[src/include/timer0_map.vh]
`ifndef TIMER0_MAP_VH
`define TIMER0_MAP_VH
// ----------------------------------------
// Register addresses
// ----------------------------------------
`define COUNT_REG_ADDR 8'h01
// ----------------------------------------
// Option fields and reset value
// ----------------------------------------
`define OPT_SRC_BIT 5
`define OPT_EDGE_BIT 4
`define OPT_ASSIGN_BIT 3
`define OPT_RATIO_HI 2
`define OPT_RATIO_LO 0
`define OPT_RESET 8'hFF
// ----------------------------------------
// Timing counts (clk_i phases per cycle; write hold in instruction cycles)
// ----------------------------------------
`define PHASES_PER_CYCLE 4
`define WRITE_HOLD_CYCLES 2'h2
`endif

[src/ripple_prescaler.v]
`timescale 1ns/1ps
// ----------------------------------------
// Eight-bit prescaler, cleared on request, divided tap selected by ratio
// ----------------------------------------
module ripple_prescaler (
	input wire clk_i,
	input wire resetn_i,
	input wire clear_i,
	input wire tick_i,
	input wire [3:0] tap_i,
	output wire tap_o,
	output wire [7:0] count_o
);
	reg [7:0] cnt_ff;
	reg [7:0] nxt_cnt;
	reg tap_sel;

	// Synchronous stand-in for the ripple chain; bit k is a symmetric divide by 2^(k+1)
	always @* begin
		nxt_cnt = cnt_ff;
		if (tick_i) begin
			nxt_cnt = cnt_ff + 8'h01;
		end
		if (clear_i) begin
			nxt_cnt = 8'h00;
		end
	end

	always @(posedge clk_i) begin
		if (!resetn_i) begin
			cnt_ff <= 8'h00;
		end else begin
			cnt_ff <= nxt_cnt;
		end
	end

	always @* begin
		tap_sel = 1'b0;
		if (tap_i < 4'h8) begin
			tap_sel = cnt_ff[tap_i[2:0]];
		end
	end
	assign tap_o = tap_sel;
	assign count_o = cnt_ff;
endmodule

[src/timer0_core.v]
`timescale 1ns/1ps
`include "timer0_map.vh"
// How it works
// - Source bit clear: count instruction cycles
// - No prescaler: plus one each cycle
// - Count write blocks increments for next two cycle ends
// - Source bit set: count pin edges
// - Edge bit: 0 rising, 1 falling
// - Assign bit: 0 timer, 1 watchdog
// - One prescaler user; other unscaled
// - Timer ratios 1:2 through 1:256
// - Prescaler value not software accessible
// - Eight-bit count register, read/write anytime
// - Unscaled: raw pin goes to synchroniser
// - Sample at second and fourth phases
// - Ripple divider gives symmetric output
// - Increment 9 to 12 phases after pin capture
// - Count write clears timer-owned prescaler
// - Watchdog clear clears watchdog-owned prescaler
// - Reset zeroes prescaler
// - Source bit forces pin to input
module timer0_core (
	input wire clk_i,
	input wire resetn_i,
	input wire ext_count_pin_i,
	input wire reg_wr_i,
	input wire [7:0] reg_addr_i,
	input wire [7:0] reg_wdata_i,
	input wire option_wr_i,
	input wire [7:0] option_wdata_i,
	input wire watchdog_clear_instr_i,
	input wire watchdog_base_tick_i,
	output reg [7:0] timer_count_value_o,
	output reg [7:0] timer_option_control_o,
	output reg pin_force_input_o,
	output reg watchdog_tick_o,
	output reg instr_cycle_o
);
	// ----------------------------------------
	// Phase generator: four clk_i phases per instruction cycle
	// ----------------------------------------
	reg [1:0] phase_ff;
	wire second_phase;
	wire fourth_phase;
	wire cycle_end;

	always @(posedge clk_i) begin
		if (!resetn_i) begin
			// Phase 0 is the first edge after release
			phase_ff <= 2'h0;
		end else begin
			phase_ff <= phase_ff + 2'h1;
		end
	end
	assign second_phase = (phase_ff == 2'h1);
	assign fourth_phase = (phase_ff == 2'h3);
	assign cycle_end = fourth_phase;

	// Low-to-high detector shared by pin, sampler and postscaler paths
	function edge_rise;
		input cur;
		input prev;
		begin
			edge_rise = cur & ~prev;
		end
	endfunction

	// ----------------------------------------
	// Option register
	// ----------------------------------------
	reg [7:0] option_ff;
	wire count_source_select;
	wire source_edge_select;
	wire prescaler_assign;
	wire [2:0] prescale_ratio_field;

	always @(posedge clk_i) begin
		if (!resetn_i) begin
			// Write-only to software; the output copy is for observation
			option_ff <= `OPT_RESET;
		end else if (option_wr_i) begin
			option_ff <= option_wdata_i;
		end
	end
	assign count_source_select = option_ff[`OPT_SRC_BIT];
	assign source_edge_select = option_ff[`OPT_EDGE_BIT];
	assign prescaler_assign = option_ff[`OPT_ASSIGN_BIT];
	assign prescale_ratio_field = option_ff[`OPT_RATIO_HI:`OPT_RATIO_LO];

	// ----------------------------------------
	// Pin synchroniser and edge selection
	// ----------------------------------------
	reg pin_meta_ff;
	reg pin_sync_ff;
	reg pin_prev_ff;
	wire pin_level;
	wire pin_edge;

	always @(posedge clk_i) begin
		if (!resetn_i) begin
			pin_meta_ff <= 1'b0;
			pin_sync_ff <= 1'b0;
			// Idle pin under the reset option reads high; no false edge
			pin_prev_ff <= 1'b1;
		end else begin
			pin_meta_ff <= ext_count_pin_i;
			pin_sync_ff <= pin_meta_ff;
			pin_prev_ff <= pin_level;
		end
	end
	// Inverting for falling edges keeps one rising detector for both
	assign pin_level = pin_sync_ff ^ source_edge_select;
	// Changing the edge bit on a still pin may give one count
	assign pin_edge = edge_rise(pin_level, pin_prev_ff);

	// ----------------------------------------
	// Shared prescaler
	// ----------------------------------------
	wire count_write;
	wire psc_to_timer;
	wire psc_tick;
	wire psc_clear;
	wire psc_tap;
	wire [3:0] psc_tap_sel;
	wire timer_src_tick;

	// Bit set and clear land here too, as full writes
	assign count_write = reg_wr_i && (reg_addr_i == `COUNT_REG_ADDR);
	assign psc_to_timer = ~prescaler_assign;
	// Timer source: instruction cycle or selected pin edge
	assign timer_src_tick = count_source_select ? pin_edge : cycle_end;
	assign psc_tick = psc_to_timer ? timer_src_tick : watchdog_base_tick_i;
	assign psc_clear = (psc_to_timer && count_write) ||
		(!psc_to_timer && watchdog_clear_instr_i);

	// Timer taps bit n (divide 2^(n+1)); watchdog uses n-1, n=0 means no division
	function [3:0] ratio_tap;
		input to_timer;
		input [2:0] field;
		begin
			if (to_timer) begin
				ratio_tap = {1'b0, field};
			end else if (field == 3'h0) begin
				ratio_tap = 4'hF;
			end else begin
				ratio_tap = {1'b0, field - 3'h1};
			end
		end
	endfunction
	assign psc_tap_sel = ratio_tap(psc_to_timer, prescale_ratio_field);

	// Count value stays internal; no register path reaches it
	ripple_prescaler u_psc (
		.clk_i(clk_i),
		.resetn_i(resetn_i),
		.clear_i(psc_clear),
		.tick_i(psc_tick),
		.tap_i(psc_tap_sel),
		.tap_o(psc_tap),
		.count_o()
	);

	// ----------------------------------------
	// Phase sampling of the timer clock
	// ----------------------------------------
	reg raw_level_ff;
	reg samp_q2_ff;
	reg samp_q4_ff;
	reg samp_prev_ff;
	wire tmr_clk_level;
	reg tmr_inc_event;

	// Raw pin level, or timer-owned prescaler output, forms the timer clock
	always @(posedge clk_i) begin
		if (!resetn_i) begin
			// Starts at the reset-option level so release adds no count
			raw_level_ff <= 1'b1;
		end else begin
			raw_level_ff <= pin_level;
		end
	end
	assign tmr_clk_level = psc_to_timer ? psc_tap : raw_level_ff;

	always @(posedge clk_i) begin
		if (!resetn_i) begin
			// Same start level as the raw pin stage
			samp_q2_ff <= 1'b1;
			samp_q4_ff <= 1'b1;
			samp_prev_ff <= 1'b1;
		end else begin
			if (second_phase) begin
				samp_q2_ff <= tmr_clk_level;
			end
			if (fourth_phase) begin
				samp_q4_ff <= samp_q2_ff;
				samp_prev_ff <= samp_q4_ff;
			end
		end
	end
	// Rising edge seen at a fourth phase; lands 9 to 12 phases after the pin is first clocked in
	always @* begin
		tmr_inc_event = cycle_end;
		if (count_source_select || psc_to_timer) begin
			tmr_inc_event = fourth_phase && edge_rise(samp_q4_ff, samp_prev_ff);
		end
	end

	// ----------------------------------------
	// Count register with write inhibit
	// ----------------------------------------
	reg [7:0] count_ff;
	reg [7:0] nxt_count;
	reg [1:0] hold_ff;
	reg [1:0] nxt_hold;

	always @* begin
		nxt_count = count_ff;
		nxt_hold = hold_ff;
		// Inhibit spans cycle ends, not clocks
		if (cycle_end && hold_ff != 2'h0) begin
			nxt_hold = hold_ff - 2'h1;
		end
		if (count_write) begin
			nxt_count = reg_wdata_i;
			nxt_hold = `WRITE_HOLD_CYCLES;
		end else if (tmr_inc_event && hold_ff == 2'h0) begin
			nxt_count = count_ff + 8'h01;
		end
	end

	always @(posedge clk_i) begin
		if (!resetn_i) begin
			count_ff <= 8'h00;
			hold_ff <= 2'h0;
		end else begin
			count_ff <= nxt_count;
			hold_ff <= nxt_hold;
		end
	end

	// ----------------------------------------
	// Watchdog postscaler
	// ----------------------------------------
	reg wd_tick_seen_ff;
	reg wd_tap_prev_ff;
	reg nxt_wd_tick;

	// Tap edge counts only right after a base tick, so a ratio change cannot fake one
	always @(posedge clk_i) begin
		if (!resetn_i) begin
			wd_tick_seen_ff <= 1'b0;
			wd_tap_prev_ff <= 1'b0;
		end else begin
			wd_tick_seen_ff <= psc_tick;
			wd_tap_prev_ff <= psc_tap;
		end
	end

	// Watchdog is unscaled unless it owns the prescaler with a nonzero ratio field
	always @* begin
		nxt_wd_tick = watchdog_base_tick_i;
		if (!psc_to_timer && psc_tap_sel != 4'hF) begin
			nxt_wd_tick = wd_tick_seen_ff && edge_rise(psc_tap, wd_tap_prev_ff);
		end
	end

	reg [7:0] nxt_option_out;
	reg nxt_force_input;

	// Write data shows at once so the copy never lags the option register
	always @* begin
		nxt_option_out = option_ff;
		nxt_force_input = count_source_select;
		if (option_wr_i) begin
			nxt_option_out = option_wdata_i;
			nxt_force_input = option_wdata_i[`OPT_SRC_BIT];
		end
	end

	// ----------------------------------------
	// Registered outputs
	// ----------------------------------------
	always @(posedge clk_i) begin
		if (!resetn_i) begin
			timer_count_value_o <= 8'h00;
			timer_option_control_o <= `OPT_RESET;
			pin_force_input_o <= 1'b1;
			watchdog_tick_o <= 1'b0;
			instr_cycle_o <= 1'b0;
		end else begin
			timer_count_value_o <= nxt_count;
			timer_option_control_o <= nxt_option_out;
			pin_force_input_o <= nxt_force_input;
			watchdog_tick_o <= nxt_wd_tick;
			instr_cycle_o <= cycle_end;
		end
	end
endmodule

[config.mk]
export PLATFORM = sky130hd
export DESIGN_NAME = timer0_core
export DESIGN_NICKNAME = d
export VERILOG_FILES = /design/src/ripple_prescaler.v /design/src/timer0_core.v
export VERILOG_INCLUDE_DIRS = /design/src /design/src/include
export SDC_FILE = /design/constraint.sdc
export NUM_CORES = 1
export LEC_CHECK = 0
export ABC_AREA = 1
export BUFFER_PORTS_ARGS = -buffer_cell sky130_fd_sc_hd__buf_2
export CORE_ASPECT_RATIO = 2
export CORE_MARGIN = 3
export CORE_UTILIZATION = 35
export DETAILED_ROUTE_END_ITERATION = 10
export PLACE_DENSITY = 0.67
export SLEW_MARGIN = 15
export SYNTH_ARGS = -nofsm -noshare
export SYNTH_HDL_FRONTEND = slang
export SYNTH_SLANG_ARGS = --single-unit
[constraint.sdc]
create_clock -name clk_i -period 1.8 [get_ports clk_i]
set_input_delay 0.36 -clock clk_i [delete_from_list [all_inputs] [get_ports clk_i]]
set_output_delay 0.36 -clock clk_i [all_outputs]
set_load 0.005 [all_outputs]
After elaboration in Yosys (flattened, before gate mapping):

Cells that the tools add are included.

* add/sub/neg operators: 5
* magnitude comparators: 2
* eq/ne operators: 4
* mux-type cells: 15
* bitwise logic cells: 9
* reduce and logical (&&, ||, !) cells: 17

Operators by type and width (number)
* $add 8x1->8 const B: 2
* $mux 8: 2
* $eq 8x1->1 const B: 1
* $logic_and 1x1->1: 8
* $mux 1: 8
* $mux 4: 2
* $reduce_bool 2->1: 3
* $not 1->1: 5
* $lt 3x4->1 const B: 1
* $lt 4x4->1 const B: 1
* $mux 2: 2
* $ne 4x4->1 const B: 1
* $reduce_or 2->1: 2
* $and 1x1->1: 3
* $bmux 1 s3: 1
* $logic_not 3->1: 1
* $sub 3x1->3 const B: 1
* $add 2x1->2 const B: 1
* $eq 2x1->1 const B: 1
* $eq 2x2->1 const B: 1
* $logic_not 2->1: 1
* $logic_or 1x1->1: 2
* $sub 2x1->2 const B: 1
* $xor 1x1->1: 1

* flip-flop bits (word level): 39
* bits of input ports: 31

Depth between registers and ports, before layout:

Gate-level depths: netlist of run 1.

* depth in word-level cells: 9
* mapped depth: 11
* mapped depth without buffers: 11

Modules after synthesis:

A second synthesis of run 1 with hierarchy kept.

* cell total of the unflattened synthesis: 288
* area, all modules: 2045.7 µm²

Modules (own cells, without submodules)
* timer0_core: instances 1, cells each 214, area each 1570.3 µm²
* ripple_prescaler: instances 1, cells each 74, area each 475.5 µm²

Worst setup path after synthesis of run 1:

No wires, ideal clock.

* path type: reg2reg
* start point: register, netlist name timer_option_control_o[0]
* end point: register samp_q2_ff
* library setup time: 0.119 ns
* data arrival time: 1.305 ns
* data required time: 1.681 ns
* slack: 0.376 ns
* stages on the path, launching flop included: 11
* buffers on the path: 0
* cell sequence: dfxtp_1 inv_1 ha_1 nand2_1 nand3_1 nand3_1 nand3_1 nand3_1 nand2_1 o21ai_0 nand2_1

RTL lines
* to (signal assigned): RTL line timer0_core.v:192 `samp_q2_ff <= tmr_clk_level;`
* to (decl): RTL line timer0_core.v:167 `reg samp_q2_ff;`

==> results of run 1 <==
## cells by family after synthesis
logic type | Yosys count | share of synthesized area
AOI/OAI and AO/OA | 43 | 0.125
xor gates and xnor gates | 12 | 0.0548
adders and majority gates | 7 | 0.0457
buffers and inverters | 36 | 0.0776
DFF | 39 | 0.407
and+or+nand+nor | 125 | 0.290
## per-stage QoR
stage,worst slack [ns],utilization,instance area [um2],setup TNS (ns),total power (W)
4_1_cts,0.110,0.454,2380,0,0.00202
6_report,0.170,0.456,2390,0,0.00201
2_1_floorplan,0.376,-,1920,0,0.00106
3_3_place_gp,0.123,0.429,2240,0,0.00116
3_5_place_dp,0.0938,0.429,2240,0,0.00116
5_1_grt,-0.00744,0.456,2390,-0.00744,0.00210
## synthesized netlist by cell type
| cell type | instances |
|---|---|
| a21oi_1 | 21 |
| nand2_1 | 66 |
| nor2_1 | 22 |
| buf_4 | 1 |
| nor4_4 | 1 |
| xor2_1 | 8 |
| nor3b_2 | 1 |
| xnor2_1 | 4 |
| clkbuf_1 | 3 |
| inv_4 | 1 |
| o21ai_2 | 2 |
| ha_1 | 7 |
| or2_2 | 1 |
| dfxtp_1 | 39 |
| o211ai_1 | 4 |
| nand3b_1 | 3 |
| nand4_1 | 2 |
| nor3_1 | 1 |
| o21ai_0 | 13 |
| inv_2 | 2 |
| o22ai_1 | 1 |
| a211oi_1 | 1 |
| buf_6 | 1 |
| or2_1 | 1 |
| a21oi_2 | 1 |
| nor3b_1 | 1 |
| nand2_2 | 1 |
| nand3_1 | 25 |
| inv_1 | 28 |
## flip-flops by register name, summed over array words and instances, names as in the netlist, 2 cells and up
| register | flops |
|---|---|
| u_psc.count_o | 8 |
| timer_count_value_o | 8 |
| phase_ff | 2 |
| timer_option_control_o | 8 |
| hold_ff | 2 |
## worst max-delay path, cell delays in order, from the launching register on
cell,delay (ns)
dfxtp_1,0.37
inv_1,0.10
ha_1,0.20
nand2_1,0.11
nand3_2,0.14
nand2_2,0.12
nand2_1,0.05
nand3_1,0.08
nand3_1,0.07
nand2_1,0.12
nand2_1,0.07
a21oi_1,0.12
## cell type report
type / instances / area (um2)
timing repair buffer: 54 / 283
clock buffer: 6 / 72.6
inverter: 31 / 119
tap: 58 / 72.6
clock inverter: 2 / 60.1
sequential: 39 / 781
fill: 593 / 2850
multi-input combinational: 187 / 998
## layer usage
metal	GRT usage	vias up	routed length, um
met1	0.152	836	1640
met5	0	-	0
met3	0.0326	7	237
li1	-	958	-
met2	0.274	51	2470
met4	0.0526	0	93
## how the worst max path moves through the flow
stage | from | endpoint | slack [ns] | cells after the start
6_report | timer_option_control_o[0]$_SDFFE_PN1P_ | watchdog_tick_o$_SDFF_PN0_ | 0.17 | 11
5_1_grt | timer_option_control_o[0]$_SDFFE_PN1P_ | watchdog_tick_o$_SDFF_PN0_ | -0.007 | 11
4_1_cts | timer_option_control_o[0]$_SDFFE_PN1P_ | watchdog_tick_o$_SDFF_PN0_ | 0.11 | 11
3_5_place_dp | reg_addr_i[3] | timer_count_value_o[7]$_SDFFE_PN0P_ | 0.09 | 8
3_3_place_gp | reg_addr_i[3] | timer_count_value_o[4]$_SDFFE_PN0P_ | 0.12 | 8
2_1_floorplan | timer_option_control_o[0]$_SDFFE_PN1P_ | samp_q2_ff$_SDFFE_PN1N_ | 0.38 | 10
## power by group
group          switching (W)  total [W]  internal [W]
combinational       0.000121   0.000214     0.0000935
sequential         0.0000239   0.000923      0.000899
clock               0.000316   0.000871      0.000554
==> reports/summary.txt, run 1 <==
========================================================================================================
Largest net degree at the start of global routing                                                     18
Synthesized area per cell                                                                       7.32 um2
Number of buffers on the longest clock path                                                            2
Number of setup buffers added after CTS                                                                0
Number of buffers added by the clock tree synthesis step                                               5
CTS Sinks                                                                                             39
Rel. slew slack                                                                                    0.736
Relative area change from synthesis to final layout                                                24.4%
Leakage Power                                                                                    1.14 nW
Cell type contributing the most total cell area after synthesis                                  dfxtp_1
Number of detailed-routing iterations run before antenna repair                                        4
Row Count                                                                                             37
Worst setup skew after layout                                                                  0.0119 ns
H-tree Lvls                                                                                            2
Count of pins on the block boundary                                                                   50
Insertion delay of the later-clocked pin in the worst-skew pair                                  0.30 ns
Final instance count without filler cells                                                            377
Capturing point of the worst reg2reg path                                                   watchdog_tick_o$_SDFF_PN0_
Worst path required time                                                                         2.02 ns
Result of the run                                                                              completed
TritonCTS clock tree                                                                                done
Share of cells above drive strength 1                                                              0.232
Final period util                                                                                  0.906
Hold Path Depth                                                                                        3
Hpwl dp                                                                                          3.51 mm
Class of the most critical hold timing path                                                 input pin to flop
Resize count post-CTS                                                                                  0
Number of cells produced by synthesis                                                                262
Portion of the post-synthesis area used by sequential elements                                     0.407
Netlist area before placement                                                                   1920 um2
Max Clock Freq                                                                                 0.613 GHz
HP Start                                                                                    ext_count_pin_i
DRC violations left                                                                                    0
Vias per cell                                                                                       4.91
RePlAce Congestion                                                                                 0.795
Number of buffers added on ports                                                                      49
Number of DRC violations after detailed-routing iteration 0                                           17
Post-synthesis net count                                                                             300
Worst reg-to-reg setup slack                                                                     0.17 ns
Number of violations of the max-capacitance limit                                                      0
Total Die Area                                                                                  6460 um2
Commonest non-fill, non-tap cells in the layout                                             64 x nand2_1, 49 x buf_2, 39 x dfxtp_1
Post-synth top area share                                                                          0.407
CP startpoint kind                                                                                  flop
Number of global-route vias before repair                                                           1767
Area inside the core boundary                                                                   5230 um2
Maximum fanout count along the critical path                                                           5
Tot GR Track Use                                                                                   0.147
Final number of max-transition violations                                                              0
Hold buffer count at cts                                                                               0
First-pass GRT wire length                                                                       7.62 mm
Global-route congestion overflow total                                                                 0
Number of antenna violations at the first check in global routing                                      0
Min cycle time layout                                                                            1.63 ns
Most area-consuming cells after synthesis                                                   dfxtp_1 41%, nand2_1 13%, nand3_1 6.5%
Number of hold violations in the final report                                                          0
Worst Path Class, Setup                                                                     flop to flop
Peak supply drop                                                                              0.000707 V
Endpoint of the worst hold path                                                             pin_meta_ff$_SDFF_PN0_
Initial Util                                                                                       0.367
Most common library cell in the layout ignoring fill and taps                                    nand2_1
Count of inserted antenna diode cells                                                                  0
Total of flip-flops plus latches after synthesis                                                      39
Kind of end point of the critical path                                                              flop
Total number of vias                                                                                1852
Die height                                                                                        111 um
Crit Reg-Reg Startpoint                                                                     timer_option_control_o[0]$_SDFFE_PN1P_
Post-detailed-routing wire length                                                                4.43 mm
Horizontal extent of the die                                                                     58.3 um
Remaining number of nets flagged by the antenna check after routing                                    0
Worst endpoint data arrival time                                                                 1.85 ns
Post-CTS clock slew at the launch and capture registers of the worst setup and hold paths        0.07 ns
Final setup fails                                                                                      0
Root buffer cell                                                                                clkbuf_8
Depth of the worst register-to-register path                                                          11
Final net count                                                                                      356
Post-route worst hold slack                                                                     0.255 ns
Pwr/cell area                                                                                 842 nW/um2
Transition at the pin with the smallest max-transition slack                                    0.396 ns
Number of warning messages in the yosys log                                                            0
Routed length per instance                                                                       11.8 um
Placed cell count                                                                                    369
Distinct cell type count after synthesis                                                              29
========================================================================================================
Power figures use the tool's default switching activity.
==> inputs of run 2 (changes only) <==
- PLACE_DENSITY: 0.67 -> 0.66
- SYNTH_HIERARCHICAL: not set -> 1
==> reports/summary.txt, run 2 <==
========================================================================================================
Result of the run                                                                              completed   unchanged
Row Count                                                                                             38   was 37
Largest net degree at the start of global routing                                                     18   unchanged
Cell with the most instances after synthesis                                                     nand2_1   unchanged
Number of buffers on the longest clock path                                                            2   unchanged
Rel. slew slack                                                                                    0.787   was 0.736
Transition at the pin with the smallest max-transition slack                                    0.320 ns   was 0.396 ns
Number of warning messages in the yosys log                                                            6   was 0
Final net count                                                                                      396   was 356
Synthesized-area fraction occupied by ao, oa, aoi and oai cells                                    0.118   was 0.125
Endpoint of the worst hold path                                                             pin_meta_ff$_SDFF_PN0_   unchanged
Initial Util                                                                                       0.368   was 0.367
Number of antenna violations at the first check in global routing                                      0   unchanged
Netlist area before placement                                                                   2050 um2   was 1920 um2
Hold Path Depth                                                                                        3   unchanged
Cell type contributing the most total cell area after synthesis                                  dfxtp_1   unchanged
Hpwl dp                                                                                          3.97 mm   was 3.51 mm
Dominant combinational cell family by area after synthesis                                  simple AND/OR/NAND/NOR gates   unchanged
CTS Sinks                                                                                             39   unchanged
Number of violations of the max-capacitance limit                                                      0   unchanged
Fraction of the core area covered by cells at the end of the flow                                  0.478   was 0.456
Share of cells above drive strength 1                                                              0.309   was 0.232
Setup repair after global routing missed its margin                                                 true
RePlAce Congestion                                                                                 0.791   was 0.795
Max Clock Freq                                                                                 0.573 GHz   was 0.613 GHz
Number of cells produced by synthesis                                                                288   was 262
Most instantiated cells after synthesis                                                     54 x nand2_1, 47 x inv_1, 39 x dfxtp_1   was 66 x nand2_1, 39 x dfxtp_1, 28 x inv_1
Pwr/cell area                                                                                 752 nW/um2   was 842 nW/um2
Routing usage on met3                                                                             0.0271   was 0.0326
Count of pins on the block boundary                                                                   50   unchanged
H-tree Lvls                                                                                            2   unchanged
Crit Reg-Reg Startpoint                                                                     timer_option_control_o[0]$_SDFFE_PN1P_   unchanged
Switching pwr                                                                                 0.000510 W   was 0.000461 W
Number of detailed-routing iterations run before antenna repair                                        4   unchanged
Part of the total power dissipated in sequential elements                                          0.461   was 0.460
Root buffer cell                                                                                clkbuf_8   unchanged
Number of buffers added by the clock tree synthesis step                                               5   unchanged
Total of flip-flops plus latches after synthesis                                                      39   unchanged
Final number of max-transition violations                                                              0   unchanged
Most crowded layer after global routing                                                             met2   unchanged
Capturing point of the worst reg2reg path                                                   watchdog_tick_o$_SDFF_PN0_   unchanged
Worst Path Class, Setup                                                                     flop to flop   unchanged
Multiplexer share of the synthesized area                                                        0.00550   was 0
Most common library cell in the layout ignoring fill and taps                                    nand2_1   unchanged
Global-route congestion overflow total                                                                 0   unchanged
EDFF count, synth                                                                                      0   unchanged
Number of DRC violations after detailed-routing iteration 0                                           60   was 17
Part of the power in combinational logic                                                           0.155   was 0.107
Worst reg-to-reg setup slack                                                                     0.05 ns   was 0.17 ns
Maximum fanout count along the critical path                                                           5   unchanged
Post-detailed-routing wire length                                                                5.17 mm   was 4.43 mm
Adder and majority cell fraction of the synthesized area                                          0.0428   was 0.0457
Portion of the post-synthesis area used by sequential elements                                     0.382   was 0.407
Met2 capacity usage during global routing                                                          0.302   was 0.274
Number of global-route vias before repair                                                           1982   was 1767
Final period util                                                                                  0.969   was 0.906
Number of hold violations in the final report                                                          0   unchanged
Class of the most critical hold timing path                                                 input pin to flop   unchanged
Final setup fails                                                                                      0   unchanged
Most area-consuming cells after synthesis                                                   dfxtp_1 38%, nand2_1 9.9%, inv_1 8.6%   was dfxtp_1 41%, nand2_1 13%, nand3_1 6.5%
HP Start                                                                                    ext_count_pin_i   unchanged
Met1 Usage GRT                                                                                     0.144   was 0.152
Area inside the core boundary                                                                   5560 um2   was 5230 um2
Insertion delay of the later-clocked pin in the worst-skew pair                                  0.29 ns   was 0.30 ns
Post-synth top area share                                                                          0.382   was 0.407
FFs w/ async S/R, synth                                                                                0   unchanged
Relative area change from synthesis to final layout                                                29.9%   was 24.4%
Vias per cell                                                                                       4.88   was 4.91
Kind of end point of the critical path                                                              flop   unchanged
Placed Instance Area                                                                            2450 um2   was 2240 um2
First-pass GRT wire length                                                                       8.25 mm   was 7.62 mm
Total Die Area                                                                                  6850 um2   was 6460 um2
Design Area, Final                                                                              2660 um2   was 2390 um2
Number of buffers added on ports                                                                      49   unchanged
Synthesized area per cell                                                                       7.10 um2   was 7.32 um2
Total number of vias                                                                                2043   was 1852
Net switching fraction of the power                                                                0.255   was 0.230
Post-synthesis net count                                                                             326   was 300
Remaining number of nets flagged by the antenna check after routing                                    0   unchanged
Fill cell total of the finished layout                                                               578   was 593
Worst path required time                                                                         2.03 ns   was 2.02 ns
Synth Area in Simple Gates                                                                         0.331   was 0.290
Tot GR Track Use                                                                                   0.157   was 0.147
Worst endpoint data arrival time                                                                 1.97 ns   was 1.85 ns
Routed length per instance                                                                       12.3 um   was 11.8 um
CP startpoint kind                                                                                  flop   unchanged
Int Power                                                                                      0.00149 W   was 0.00155 W
Min cycle time layout                                                                            1.75 ns   was 1.63 ns
Xor and xnor area share after synthesis                                                           0.0257   was 0.0548
Leakage Power                                                                                    1.31 nW   was 1.14 nW
Top FF cell, synth                                                                               dfxtp_1   unchanged
Commonest non-fill, non-tap cells in the layout                                             52 x nand2_1, 49 x buf_2, 43 x inv_1   was 64 x nand2_1, 49 x buf_2, 39 x dfxtp_1
Post-CTS clock slew at the launch and capture registers of the worst setup and hold paths        0.08 ns   was 0.07 ns
Die height                                                                                        114 um   was 111 um
Horizontal extent of the die                                                                     60.1 um   was 58.3 um
DRC violations left                                                                                    0   unchanged
Worst setup skew after layout                                                                 0.00923 ns   was 0.0119 ns
Distinct cell type count after synthesis                                                              30   was 29
Depth of the worst register-to-register path                                                          14   was 11
Peak supply drop                                                                              0.000565 V   was 0.000707 V
Share of total power in the clock network                                                          0.384   was 0.434
TritonCTS clock tree                                                                                done   unchanged
Count of inserted antenna diode cells                                                                  0   unchanged
========================================================================================================
run 2: kinds of logic (layout without fill, tap and decap cells):
logic type      count (synthesis)  in the layout
simple gates                  136            136
buf+inv                        52            123
compound gates                 47             47
flops                          39             39
fa+ha+maj                       7              7
xor+xnor                        6              6
mux                             1              1
run 2: metrics by stage:
| stage | TNS, ns | std cells | hold slack (ns) | worst slack, ns | power, W |
|---|---|---|---|---|---|
| 2_1_floorplan | 0 | 288 | 0.390 | 0.0318 | 0.00109 |
| 3_3_place_gp | -0.0210 | 407 | 0.404 | -0.0181 | 0.00120 |
| 3_5_place_dp | -0.146 | 407 | 0.404 | -0.0850 | 0.00121 |
| 4_1_cts | 0 | 415 | 0.246 | 0.00626 | 0.00199 |
| 5_1_grt | -0.117 | 419 | 0.252 | -0.0626 | 0.00210 |
| 6_report | 0 | 419 | 0.251 | 0.0550 | 0.00200 |
run 2: power groups by stage:
stage	Combinational [W]	Clock, W	Sequential, W
detailed placement	0.000268	0	0.000941
finish	0.000310	0.000768	0.000922
global route	0.000347	0.000824	0.000926
CTS	0.000272	0.000793	0.000921
floorplan	0.000149	0	0.000942
global placement	0.000262	0	0.000939
run 2: layout make-up:
| cell class | count | area [um2] | area share |
|---|---|---|---|
| well taps | 60 | 75.1 | 0.0282 |
| inverters | 49 | 184 | 0.0692 |
| flip-flops and latches | 39 | 783 | 0.295 |
| clock inverters | 2 | 35.0 | 0.0132 |
| multi-input cells | 197 | 1120 | 0.423 |
| clock buffers | 6 | 82.6 | 0.0311 |
| repair buffers | 66 | 373 | 0.140 |
run 2: per-layer routing:
layer,vias to the layer above,wire [um]
li1,1045,-
met1,931,1840
met2,54,2920
met3,13,230
met4,0,184
met5,-,0
run 2: critical path, cell delays in order (launching register included):
cell	delay [ns]
dfxtp_2	0.33
inv_2	0.08
ha_4	0.14
nand2_2	0.05
inv_2	0.08
nor2_4	0.06
o21ai_4	0.21
inv_2	0.09
nand2_1	0.07
nand3_1	0.06
nand3_1	0.08
nand2_1	0.06
nor2_2	0.14
nand3b_1	0.09
a21oi_1	0.13
run 2: timing repair:
item	4_1_cts	5_1_grt
resized for setup	3	19
buffers inserted	0	4
pin swaps	0	11
hold buffers	0	0
setup endpoints to repair	2	3
run 2: worst max path at each step:
stage                                                       from                         end  cells after the start
final                     timer_option_control_o[0]$_SDFFE_PN1P_  watchdog_tick_o$_SDFF_PN0_                     14
after global routing      timer_option_control_o[0]$_SDFFE_PN1P_     samp_q2_ff$_SDFFE_PN1N_                     16
after CTS                 timer_option_control_o[0]$_SDFFE_PN1P_     samp_q2_ff$_SDFFE_PN1N_                     16
after detailed placement  timer_option_control_o[0]$_SDFFE_PN1P_     samp_q2_ff$_SDFFE_PN1N_                     16
after global placement    timer_option_control_o[0]$_SDFFE_PN1P_     samp_q2_ff$_SDFFE_PN1N_                     16
after floorplan           timer_option_control_o[0]$_SDFFE_PN1P_     samp_q2_ff$_SDFFE_PN1N_                     16
